===== src/hw/pbr_regs.vh =====
// register offsets, field positions, reset values and timing counts of the bridge back end
//
// Behaviour
// - register window decodes 4 KB, single phase
// - register accesses end disconnect with data
// - pci bell set raises local interrupt
// - recipient clears bell bit by writing one
// - requester cannot clear bells; mirror for local
// - bell interrupts only when enables set
// - empty box write stores, sets full
// - requester read of box returns full flag
// - recipient read clears full, keeps data
// - full flags in control; box interrupt
// - latency registers complete within 16 clocks
// - latency setting four bits, sets wait
// - latency registers pci only, local zeros
// - length high half 16-bit down-counter
// - pci address increments per transfer
// - local address low half, increments
// - engine registers readable from both sides
// - engine registers locked while engine active
// - fifo window 64 KB, bursts allowed
// - burst past window end gets abort
// - posted write fills fifo, disconnect full
// - drain fifo to latched local address
// - write while fifo busy gets retry
// - delayed completion discarded after timeout
`ifndef PBR_REGS_VH
`define PBR_REGS_VH
`define PBR_BAR0_AW        12
`define PBR_BAR1_AW        16
`define PBR_OFF_P2L_BELL   12'h000
`define PBR_OFF_L2P_BELL   12'h004
`define PBR_OFF_P2L_MBOX   12'h010
`define PBR_OFF_L2P_MBOX   12'h014
`define PBR_OFF_LAT_SET    12'h020
`define PBR_OFF_LAT_WORD   12'h024
`define PBR_OFF_LEN        12'h030
`define PBR_OFF_PADR       12'h034
`define PBR_OFF_LADR       12'h038
`define PBR_OFF_CTRL       12'h03C
`define PBR_CTRL_P2L_BELL_EN 0
`define PBR_CTRL_L2P_BELL_EN 1
`define PBR_CTRL_P2L_MBOX_EN 2
`define PBR_CTRL_L2P_MBOX_EN 3
`define PBR_CTRL_P2L_FULL    4
`define PBR_CTRL_L2P_FULL    5
`define PBR_CTRL_START       8
`define PBR_CTRL_DIR         9
`define PBR_CTRL_ACTIVE      10
`define PBR_CTRL_WMASK     32'h0000030F
`define PBR_RST_WORD       32'h00000000
`define PBR_LAT_BITS       4
`define PBR_MIN_WAIT       5'h01
`define PBR_LAT_CAP        5'h10
`define PBR_XFER_STEP      32'h00000004
`define PBR_LADR_STEP      16'h0004
`define PBR_B1_LAST        16'hFFFC
`define PBR_CLK_NS         10
`define PBR_DISCARD_NS     327680
`define PBR_DISCARD_CLKS   (`PBR_DISCARD_NS / `PBR_CLK_NS)
`endif


===== src/hw/pbr_bridge.v =====
// register window, target write fifo and transfer engine registers behind the pci core
`timescale 1ns/1ps
`include "pbr_regs.vh"
module pbr_bridge #(
  parameter FIFO_AW      = 4,
  parameter DISCARD_CLKS = `PBR_DISCARD_CLKS
)(
  input  wire        clk,
  input  wire        resetn,
  input  wire        pci_addr_vld,
  input  wire        pci_bar0_hit,
  input  wire        pci_bar1_hit,
  input  wire [15:0] pci_addr,
  input  wire        pci_wr,
  input  wire        pci_data_vld,
  input  wire [31:0] pci_wdata,
  input  wire        pci_frame_end,
  output reg  [31:0] pci_rdata,
  output wire        pci_ready,
  output wire        pci_disc,
  output wire        pci_retry,
  output wire        pci_abort,
  output wire        pint_n,
  input  wire        lwe,
  input  wire        lre,
  input  wire [11:0] laddr,
  input  wire [31:0] ldin,
  output reg  [31:0] ldout,
  output wire        lint_n,
  output wire        twf_st,
  output wire [15:0] twf_addr,
  output wire [31:0] twf_dout,
  input  wire        twf_rd,
  input  wire        dma_ok,
  output wire        dma_active,
  output wire        dma_dir,
  output wire [31:0] dma_padr,
  output wire [15:0] dma_ladr,
  output reg         dly_discard
);

  localparam T_IDLE  = 2'h0;
  localparam T_FILL  = 2'h1;
  localparam T_DRAIN = 2'h2;
  localparam FD      = 1 << FIFO_AW;

  reg [31:0] p2l_bell_reg;
  reg [31:0] l2p_bell_reg;
  reg [31:0] p2l_mbox_reg;
  reg [31:0] l2p_mbox_reg;
  reg        p2l_full_reg;
  reg        l2p_full_reg;
  reg [3:0]  lat_set_reg;
  reg [31:0] lat_word_reg;
  reg [15:0] len_reg;
  reg [31:0] padr_reg;
  reg [15:0] ladr_reg;
  reg [31:0] ctrl_reg;
  reg        active_reg;
  reg        b0_sel_reg;
  reg        b0_wr_reg;
  reg [11:0] b0_addr_reg;
  reg [4:0]  wait_reg;
  reg        b1_sel_reg;
  reg        b1_rtry_reg;
  reg        wrap_reg;
  reg [15:0] b1_off_reg;
  reg [15:0] dst_reg;
  reg [1:0]  tstate_reg;
  reg [31:0] mem [0:FD-1];
  reg [FIFO_AW:0] wp_reg;
  reg [FIFO_AW:0] rp_reg;
  reg        pend_reg;
  reg [31:0] disc_cnt_reg;

  wire [4:0]  need;
  wire        b0_go;
  wire        fifo_empty;
  wire        fifo_full;
  wire        b1_act;
  wire        push;
  wire        pop;
  wire        buf_in_ready;
  wire [47:0] buf_out;
  wire        pw;
  wire        lw;
  wire        pr;
  wire        lr;
  wire [31:0] ctrl_view;

  ////////////////////////////////////////////////////////////////////////////////
  // read decode shared by both sides
  function [31:0] rd_mux;
    input [11:0] a;
    input        from_pci;
    begin
      case (a)
        `PBR_OFF_P2L_BELL: rd_mux = p2l_bell_reg;
        `PBR_OFF_L2P_BELL: rd_mux = l2p_bell_reg;
        `PBR_OFF_P2L_MBOX: rd_mux = from_pci ? {32{p2l_full_reg}} : p2l_mbox_reg;
        `PBR_OFF_L2P_MBOX: rd_mux = from_pci ? l2p_mbox_reg : {32{l2p_full_reg}};
        `PBR_OFF_LAT_SET:  rd_mux = from_pci ? {28'h0000000, lat_set_reg} : 32'h00000000;
        `PBR_OFF_LAT_WORD: rd_mux = from_pci ? lat_word_reg : 32'h00000000;
        `PBR_OFF_LEN:      rd_mux = {len_reg, 16'h0000};
        `PBR_OFF_PADR:     rd_mux = padr_reg;
        `PBR_OFF_LADR:     rd_mux = {16'h0000, ladr_reg};
        `PBR_OFF_CTRL:     rd_mux = ctrl_view;
        default:           rd_mux = 32'h00000000;
      endcase
    end
  endfunction

  function hit;
    input [11:0] a;
    input [11:0] off;
    input        en;
    begin
      hit = en & (a == off);
    end
  endfunction

  assign ctrl_view = ctrl_reg | ({31'h00000000, p2l_full_reg} << `PBR_CTRL_P2L_FULL)
                   | ({31'h00000000, l2p_full_reg} << `PBR_CTRL_L2P_FULL)
                   | ({31'h00000000, active_reg} << `PBR_CTRL_ACTIVE);

  ////////////////////////////////////////////////////////////////////////////////
  // register window: one data phase, latency set per register
  // the wait count starts at the address phase, so 4 bits keep completion inside 16 clocks
  assign need = (b0_addr_reg == `PBR_OFF_LAT_SET || b0_addr_reg == `PBR_OFF_LAT_WORD)
              ? {1'b0, lat_set_reg} : `PBR_MIN_WAIT;
  assign b0_go = b0_sel_reg & pci_data_vld & (wait_reg >= need);
  assign pw = b0_go & b0_wr_reg;
  assign pr = b0_go & ~b0_wr_reg;
  assign lw = lwe;
  assign lr = lre;

  always @(posedge clk)
  begin
    if (!resetn)
    begin
      b0_sel_reg  <= 1'b0;
      b0_wr_reg   <= 1'b0;
      b0_addr_reg <= 12'h000;
      wait_reg    <= 5'h00;
      pci_rdata   <= `PBR_RST_WORD;
      ldout       <= `PBR_RST_WORD;
    end
    else
    begin
      if (pci_addr_vld)
      begin
        b0_sel_reg  <= pci_bar0_hit;
        b0_wr_reg   <= pci_wr;
        b0_addr_reg <= {pci_addr[11:2], 2'h0};
        wait_reg    <= 5'h00;
      end
      else
      begin
        if (b0_go)
          b0_sel_reg <= 1'b0;
        if (wait_reg != `PBR_LAT_CAP)
          wait_reg <= wait_reg + 5'h01;
      end
      pci_rdata <= rd_mux(pci_addr_vld ? {pci_addr[11:2], 2'h0} : b0_addr_reg, 1'b1);
      if (lr)
        ldout <= rd_mux(laddr, 1'b0);
    end
  end

  ////////////////////////////////////////////////////////////////////////////////
  // bells, boxes, latency and control registers; pci wins a same-cycle control write
  always @(posedge clk)
  begin
    if (!resetn)
    begin
      p2l_bell_reg <= `PBR_RST_WORD;
      l2p_bell_reg <= `PBR_RST_WORD;
      p2l_mbox_reg <= `PBR_RST_WORD;
      l2p_mbox_reg <= `PBR_RST_WORD;
      p2l_full_reg <= 1'b0;
      l2p_full_reg <= 1'b0;
      lat_set_reg  <= 4'h0;
      lat_word_reg <= `PBR_RST_WORD;
      ctrl_reg     <= `PBR_RST_WORD;
    end
    else
    begin
      // set beats clear: a new bell bit arriving with a clear survives
      p2l_bell_reg <= (p2l_bell_reg & ~(hit(laddr, `PBR_OFF_P2L_BELL, lw) ? ldin : 32'h00000000))
                    | (hit(b0_addr_reg, `PBR_OFF_P2L_BELL, pw) ? pci_wdata : 32'h00000000);
      l2p_bell_reg <= (l2p_bell_reg & ~(hit(b0_addr_reg, `PBR_OFF_L2P_BELL, pw) ? pci_wdata : 32'h00000000))
                    | (hit(laddr, `PBR_OFF_L2P_BELL, lw) ? ldin : 32'h00000000);
      if (hit(b0_addr_reg, `PBR_OFF_P2L_MBOX, pw) && !p2l_full_reg)
      begin
        p2l_mbox_reg <= pci_wdata;
        p2l_full_reg <= 1'b1;
      end
      else if (hit(laddr, `PBR_OFF_P2L_MBOX, lr))
        p2l_full_reg <= 1'b0;
      if (hit(laddr, `PBR_OFF_L2P_MBOX, lw) && !l2p_full_reg)
      begin
        l2p_mbox_reg <= ldin;
        l2p_full_reg <= 1'b1;
      end
      else if (hit(b0_addr_reg, `PBR_OFF_L2P_MBOX, pr))
        l2p_full_reg <= 1'b0;
      if (hit(b0_addr_reg, `PBR_OFF_LAT_SET, pw))
        lat_set_reg <= pci_wdata[`PBR_LAT_BITS-1:0];
      if (hit(b0_addr_reg, `PBR_OFF_LAT_WORD, pw))
        lat_word_reg <= pci_wdata;
      if (hit(b0_addr_reg, `PBR_OFF_CTRL, pw))
        ctrl_reg <= pci_wdata & `PBR_CTRL_WMASK;
      else if (hit(laddr, `PBR_OFF_CTRL, lw))
        ctrl_reg <= ldin & `PBR_CTRL_WMASK;
      else
        ctrl_reg[`PBR_CTRL_START] <= 1'b0;
    end
  end

  // interrupts: only enabled sources reach the recipient side
  assign lint_n = ~((|p2l_bell_reg & ctrl_reg[`PBR_CTRL_P2L_BELL_EN])
                  | (p2l_full_reg & ctrl_reg[`PBR_CTRL_P2L_MBOX_EN]));
  assign pint_n = ~((|l2p_bell_reg & ctrl_reg[`PBR_CTRL_L2P_BELL_EN])
                  | (l2p_full_reg & ctrl_reg[`PBR_CTRL_L2P_MBOX_EN]));

  ////////////////////////////////////////////////////////////////////////////////
  // transfer engine registers
  always @(posedge clk)
  begin
    if (!resetn)
    begin
      len_reg    <= 16'h0000;
      padr_reg   <= `PBR_RST_WORD;
      ladr_reg   <= 16'h0000;
      active_reg <= 1'b0;
    end
    else if (active_reg)
    begin
      // writes are ignored here so a running block cannot be corrupted
      if (dma_ok)
      begin
        len_reg  <= len_reg - 16'h0001;
        padr_reg <= padr_reg + `PBR_XFER_STEP;
        ladr_reg <= ladr_reg + `PBR_LADR_STEP;
        if (len_reg == 16'h0001)
          active_reg <= 1'b0;
      end
    end
    else
    begin
      if (hit(b0_addr_reg, `PBR_OFF_LEN, pw))
        len_reg <= pci_wdata[31:16];
      else if (hit(laddr, `PBR_OFF_LEN, lw))
        len_reg <= ldin[31:16];
      if (hit(b0_addr_reg, `PBR_OFF_PADR, pw))
        padr_reg <= pci_wdata;
      else if (hit(laddr, `PBR_OFF_PADR, lw))
        padr_reg <= ldin;
      if (hit(b0_addr_reg, `PBR_OFF_LADR, pw))
        ladr_reg <= pci_wdata[15:0];
      else if (hit(laddr, `PBR_OFF_LADR, lw))
        ladr_reg <= ldin[15:0];
      if (ctrl_reg[`PBR_CTRL_START] && len_reg != 16'h0000)
        active_reg <= 1'b1;
    end
  end

  assign dma_active = active_reg;
  assign dma_dir    = ctrl_reg[`PBR_CTRL_DIR];
  assign dma_padr   = padr_reg;
  assign dma_ladr   = ladr_reg;

  ////////////////////////////////////////////////////////////////////////////////
  // fifo window: posted writes, retry while busy, abort on wrap
  assign fifo_empty = (wp_reg == rp_reg);
  assign fifo_full  = (wp_reg[FIFO_AW-1:0] == rp_reg[FIFO_AW-1:0]) && (wp_reg[FIFO_AW] != rp_reg[FIFO_AW]);
  assign b1_act     = b1_sel_reg & pci_data_vld;
  assign pci_abort  = b1_act & ~b1_rtry_reg & wrap_reg;
  assign push       = b1_act & ~b1_rtry_reg & ~wrap_reg & ~fifo_full;
  assign pci_retry  = b1_act & b1_rtry_reg;
  assign pci_ready  = b0_go | push;
  assign pci_disc   = b0_go | (b1_act & ~b1_rtry_reg & ~wrap_reg & fifo_full);
  assign pop        = (tstate_reg == T_DRAIN) & ~fifo_empty & buf_in_ready;

  always @(posedge clk)
  begin
    if (push)
      mem[wp_reg[FIFO_AW-1:0]] <= pci_wdata;
  end

  always @(posedge clk)
  begin
    if (!resetn)
    begin
      tstate_reg  <= T_IDLE;
      b1_sel_reg  <= 1'b0;
      b1_rtry_reg <= 1'b0;
      wrap_reg    <= 1'b0;
      b1_off_reg  <= 16'h0000;
      dst_reg     <= 16'h0000;
      wp_reg      <= {(FIFO_AW+1){1'b0}};
      rp_reg      <= {(FIFO_AW+1){1'b0}};
    end
    else
    begin
      if (push)
        wp_reg <= wp_reg + 1'b1;
      if (pop)
        rp_reg <= rp_reg + 1'b1;
      if (pci_addr_vld)
      begin
        b1_sel_reg <= pci_bar1_hit;
        wrap_reg   <= 1'b0;
        b1_off_reg <= pci_addr;
        // reads go to the delayed path; writes need an idle, empty fifo
        b1_rtry_reg <= ~pci_wr | (tstate_reg != T_IDLE) | ~fifo_empty;
        if (pci_bar1_hit && pci_wr && tstate_reg == T_IDLE && fifo_empty)
        begin
          tstate_reg <= T_FILL;
          dst_reg    <= pci_addr;
        end
      end
      else
      begin
        if (push)
        begin
          b1_off_reg <= b1_off_reg + 16'h0004;
          if (b1_off_reg == `PBR_B1_LAST)
            wrap_reg <= 1'b1;
        end
        if (pci_frame_end)
          b1_sel_reg <= 1'b0;
      end
      case (tstate_reg)
        T_IDLE:  ;
        T_FILL:
        begin
          if (pci_frame_end)
            tstate_reg <= T_DRAIN;
        end
        T_DRAIN:
        begin
          if (fifo_empty && !twf_st)
            tstate_reg <= T_IDLE;
        end
        default: tstate_reg <= T_IDLE;
      endcase
    end
  end

  // the buffer absorbs a stall by the local side without losing a word
  pbr_skid2 #(
    .DW (48)
  ) u_buf (
    .clk       (clk),
    .resetn    (resetn),
    .in_valid  (pop),
    .in_ready  (buf_in_ready),
    .in_data   ({dst_reg, mem[rp_reg[FIFO_AW-1:0]]}),
    .out_valid (twf_st),
    .out_ready (twf_rd),
    .out_data  (buf_out)
  );

  assign twf_addr = buf_out[47:32];
  assign twf_dout = buf_out[31:0];

  ////////////////////////////////////////////////////////////////////////////////
  // discard timer for a retried read that never comes back
  always @(posedge clk)
  begin
    if (!resetn)
    begin
      pend_reg     <= 1'b0;
      disc_cnt_reg <= 32'h00000000;
      dly_discard  <= 1'b0;
    end
    else
    begin
      dly_discard <= 1'b0;
      if (pci_addr_vld && pci_bar1_hit && !pci_wr)
      begin
        pend_reg     <= 1'b1;
        disc_cnt_reg <= 32'h00000000;
      end
      else if (pend_reg)
      begin
        if (disc_cnt_reg == DISCARD_CLKS - 1)
        begin
          pend_reg    <= 1'b0;
          dly_discard <= 1'b1;
        end
        else
          disc_cnt_reg <= disc_cnt_reg + 32'h00000001;
      end
    end
  end

endmodule


===== src/hw/pbr_skid2.v =====
// two-entry buffer between the write fifo and the local side
`timescale 1ns/1ps
module pbr_skid2 #(
  parameter DW = 48
)(
  input  wire          clk,
  input  wire          resetn,
  input  wire          in_valid,
  output wire          in_ready,
  input  wire [DW-1:0] in_data,
  output wire          out_valid,
  input  wire          out_ready,
  output wire [DW-1:0] out_data
);

  reg [DW-1:0] e0_reg;
  reg [DW-1:0] e1_reg;
  reg [1:0]    cnt_reg;
  wire         push;
  wire         pop;

  assign in_ready  = (cnt_reg != 2'h2);
  assign out_valid = (cnt_reg != 2'h0);
  assign out_data  = e0_reg;
  assign push      = in_valid & in_ready;
  assign pop       = out_valid & out_ready;

  ////////////////////////////////////////////////////////////////////////////////
  // entry 0 is always the head; entry 1 shifts down on a pop
  always @(posedge clk)
  begin
    if (!resetn)
    begin
      cnt_reg <= 2'h0;
      e0_reg  <= {DW{1'b0}};
      e1_reg  <= {DW{1'b0}};
    end
    else
    begin
      cnt_reg <= cnt_reg + {1'b0, push} - {1'b0, pop};
      if (pop)
      begin
        if (cnt_reg == 2'h2)
          e0_reg <= e1_reg;
        else if (push)
          e0_reg <= in_data;
        if (push)
          e1_reg <= in_data;
      end
      else if (push)
      begin
        if (cnt_reg == 2'h0)
          e0_reg <= in_data;
        else
          e1_reg <= in_data;
      end
    end
  end

endmodule


===== config.mk =====
export PLATFORM = sky130hd
export DESIGN_NAME = pbr_bridge
export DESIGN_NICKNAME = d
export VERILOG_FILES = /design/src/hw/pbr_bridge.v /design/src/hw/pbr_skid2.v
export VERILOG_INCLUDE_DIRS = /design/src /design/src/hw
export SDC_FILE = /design/constraint.sdc
export NUM_CORES = 2
export LEC_CHECK = 0
export BUFFER_PORTS_ARGS = -buffer_cell sky130_fd_sc_hd__buf_2
export CORE_ASPECT_RATIO = 1.2
export CORE_UTILIZATION = 23
export DETAILED_ROUTE_END_ITERATION = 10
export PLACE_DENSITY = 0.46
export SLEW_MARGIN = 0
export SYNTH_ARGS = -nofsm -noshare
export SYNTH_HDL_FRONTEND = slang
export SYNTH_HIERARCHICAL = 1
export SYNTH_SLANG_ARGS = --single-unit

===== constraint.sdc =====
create_clock -name clk -period 12 [get_ports clk]
set_clock_uncertainty 0.15 [all_clocks]
set_input_delay 1.8 -clock clk [delete_from_list [all_inputs] [get_ports clk]]
set_output_delay 1.8 -clock clk [all_outputs]
set_load 0.1 [all_outputs]

==> key figures <==
Run status
  • Status: finished, final reports clean

Global route
  • Initial antenna violation count: 17
  • First-pass GRT wire length: 229800 µm
  • Overflow after GRT: 0
  • Largest net degree at the start of global routing: 88
  • GRT Total Usage: 0.1631
  • Vias in the first global route: 31070

Power and ir drop
  • Net Switching: 1.901 mW
  • Pwr per Cell Area: 150.1 nW/µm²
  • Peak VDD IR: 0.1148 mV
  • Net Sw Frac: 0.2451
  • Total Power: 7.755 mW
  • Reg power frac: 0.475
  • Clock Power Share: 0.467
  • Logic pwr share: 0.058
  • Int Power: 5.854 mW
  • Lkg Pwr: 17.06 nW

Clock tree
  • TritonCTS clock tree: built
  • Post-CTS Hold Fix Bufs: 0
  • Num CTS Buffers: 115
  • Root Driver: clkbuf_16
  • Clock transition at path regs: 0.06 ns
  • CTS H-tree lvls: 3
  • Post-CTS setup buffers: 0
  • Clk_lat worst skew: 0.77 ns
  • Post-CTS Resized: 0
  • Clk sinks: 1015
  • Max Root-Sink Buffers: 3

Min path
  • HP Class: reg2reg

Place
  • Placement Setup Slack: 6.433 ns
  • RePlAce Congestion: 0.8669
  • Hpwl dp: 106400 µm
  • Post-DP Area: 47780 µm²
  • Number of port buffers: 273
  • Placed Cells incl. Taps: 6242

Detailed routing
  • Final wirelength: 160600 µm
  • DRT iter0 DRCs: 3064
  • Drt drc: 0
  • Vias: 32420
  • Antenna Violating Nets Remaining: 0
  • Routed len/inst: 24.86 µm
  • Via density per instance: 5.016
  • Drt first pass iters: 7

Floorplan
  • Die area: 191800 µm²
  • Row count: 174
  • Die Span Y: 479.5 µm
  • CORE AREA: 188100 µm²
  • Number of top-level pins: 274
  • Die width: 399.9 µm
  • Initial Util: 0.2323

Final layout
  • Fill cell count: 19540
  • Design area: 51660 µm²
  • Share of cells above drive strength 1: 0.1977
  • Layout Cells excl Fill: 6463
  • Final net count: 4018
  • Area Overhead vs Synth: 18.22%
  • Max reg flops: 512

Logic synthesis
  • Syn avg cell area: 11.80 µm²
  • Mapped cell area: 43700 µm²
  • Synth Warn #: 6
  • Cells after Synth: 3704
  • Fraction of registers with async set/reset: 0
  • Synthesis-stage register bit count: 1015
  • Post-Syn Nets: 3827
  • Top FF cell, synth: edfxtp_1
  • Post-synth EDFFs: 512
  • Netlist cell types: 86
  • Sequential-to-total area share from yosys stat: 0.5823

STA
  • Slew Limit Fails: 0
  • Final Setup Violations: 0
  • Fmax: 0.1671 GHz
  • RSZ-0062 raised after global routing: no
  • Relative slew slack: 0.1663
  • Worst setup margin: 6.015 ns
  • TNS Setup: 0 ns
  • Post-route clock period utilization: 0.4987
  • Final hold violations: 0
  • Tmin final: 5.985 ns
  • Worst slew pin tran: 1.234 ns

Critical path
  • CP Max Fanout: 5
  • WS Path Type: reg2out
  • Startpoint types: register
  • CP endpoint kind: output pin
  • Worst EP arrival: 4.03 ns
  • R2r setup slk: 7.29 ns
  • Worst path required time: 10.05 ns

Job
  • Maxcap violations: 0
[Yosys cell counts, types with 20 or more instances]
cell type | number | area (µm²)
inv_1 | 20 | 75.07
buf_1 | 24 | 90.09
a211oi_1 | 40 | 300.3
nand4_1 | 50 | 312.8
a21oi_1 | 296 | 1481
nor4_1 | 28 | 175.2
a221oi_1 | 36 | 315.3
a22oi_1 | 49 | 367.9
mux2i_1 | 122 | 1221
xnor2_1 | 35 | 306.5
edfxtp_1 | 512 | 15370
a221oi_2 | 20 | 300.3
o21ai_0 | 56 | 280.3
buf_2 | 39 | 195.2
a32o_1 | 64 | 640.6
dfxtp_1 | 503 | 10070
nand2_1 | 574 | 2155
and3_1 | 32 | 200.2
nor2_1 | 261 | 979.7
nor3_1 | 53 | 265.3
a22o_1 | 37 | 324.1
mux2_2 | 28 | 315.3
clkbuf_1 | 197 | 739.5
nand3_1 | 99 | 495.5
and2_1 | 26 | 162.7
mux4_2 | 160 | 3603
[path summary, 6_finish.rpt]
check             depth (start not counted)                             to                     startpoint
setup reg to reg                         12       dma_padr[5]$_SDFFE_PN0P_      b0_addr_reg[0]$_SDFF_PN0_
hold reg to reg                           2  u_buf/e1_reg[32]$_SDFFE_PN0P_  u_buf/e1_reg[32]$_SDFFE_PN0P_
setup / recovery                         10                       pci_disc      b0_addr_reg[0]$_SDFF_PN0_
hold / removal                            2  u_buf/e1_reg[32]$_SDFFE_PN0P_  u_buf/e1_reg[32]$_SDFFE_PN0P_
[metrics by stage]
step / utilization / hold slack, ns
2_1_floorplan: - / 0.2812
4_1_cts: 0.2746 / 0.3026
3_3_place_gp: 0.2540 / 0.2874
3_5_place_dp: 0.2540 / 0.2931
6_report: 0.2746 / 0.3013
5_1_grt: 0.2746 / 0.3143
[layout make-up]
cell class,instances,area (µm²),share of cell area
sequential,1015,25460,0.4928
multi-input combinational,2399,17270,0.3342
clock buffer,152,3087,0.05975
tap,2464,3083,0.05968
timing repair buffer,343,1894,0.03667
clock inverter,66,780.7,0.01511
inverter,21,86.33,0.001671
antenna,3,7.507,0.0001453
[layer usage]
| metal | wire length [µm] | vias to the layer above | GRT usage |
|---|---|---|---|
| li1 | - | 14430 | - |
| met1 | 74760 | 16510 | 0.2413 |
| met2 | 70680 | 1288 | 0.2445 |
| met3 | 11810 | 184 | 0.02724 |
| met4 | 3342 | 8 | 0.04104 |
| met5 | 49 | - | 0 |
[cell families (layout without fill, tap and decap cells)]
family | after synthesis | after routing | synth area share
adders and majority gates | 19 | 19 | 0.005440
xor gates and xnor gates | 54 | 54 | 0.01082
other | 0 | 3 | 0
AOI/OAI and AO/OA | 771 | 771 | 0.1233
and+or+nand+nor | 1230 | 1230 | 0.1291
DFF | 1015 | 1015 | 0.5823
muxes | 325 | 325 | 0.1217
buffers and inverters | 290 | 582 | 0.02731
[worst max-delay path, stage by stage, from the launching register on]
cell	delay, ns
dfxtp_1	0.34
nor4_4	0.44
nand3b_4	0.19
nor3_1	0.41
nand2_1	0.11
ha_1	0.31
o211ai_1	0.10
o21ai_0	0.50
nand2_1	0.23
o21ai_0	0.19
buf_2	0.49
[power by group through the flow]
stage | registers, mW | clock network, mW | logic, mW
global placement | 3.76 | 0 | 0.447
floorplan | 3.86 | 0 | 0.168
detailed placement | 3.76 | 0 | 0.450
CTS | 3.69 | 3.69 | 0.451
global route | 3.69 | 3.83 | 0.473
finish | 3.69 | 3.62 | 0.449
[layout by cell type, fill, tap and decap left out, types with 99 or more instances in the layout]
| cell | n |
|---|---|
| dfxtp_1 | 498 |
| nor2_1 | 245 |
| nand2_1 | 572 |
| mux2i_1 | 121 |
| buf_2 | 272 |
| nand3_1 | 99 |
| a21oi_1 | 293 |
| edfxtp_1 | 512 |
| clkbuf_16 | 115 |
| mux4_2 | 160 |
No activity file was read; power rests on OpenSTA's default activity.
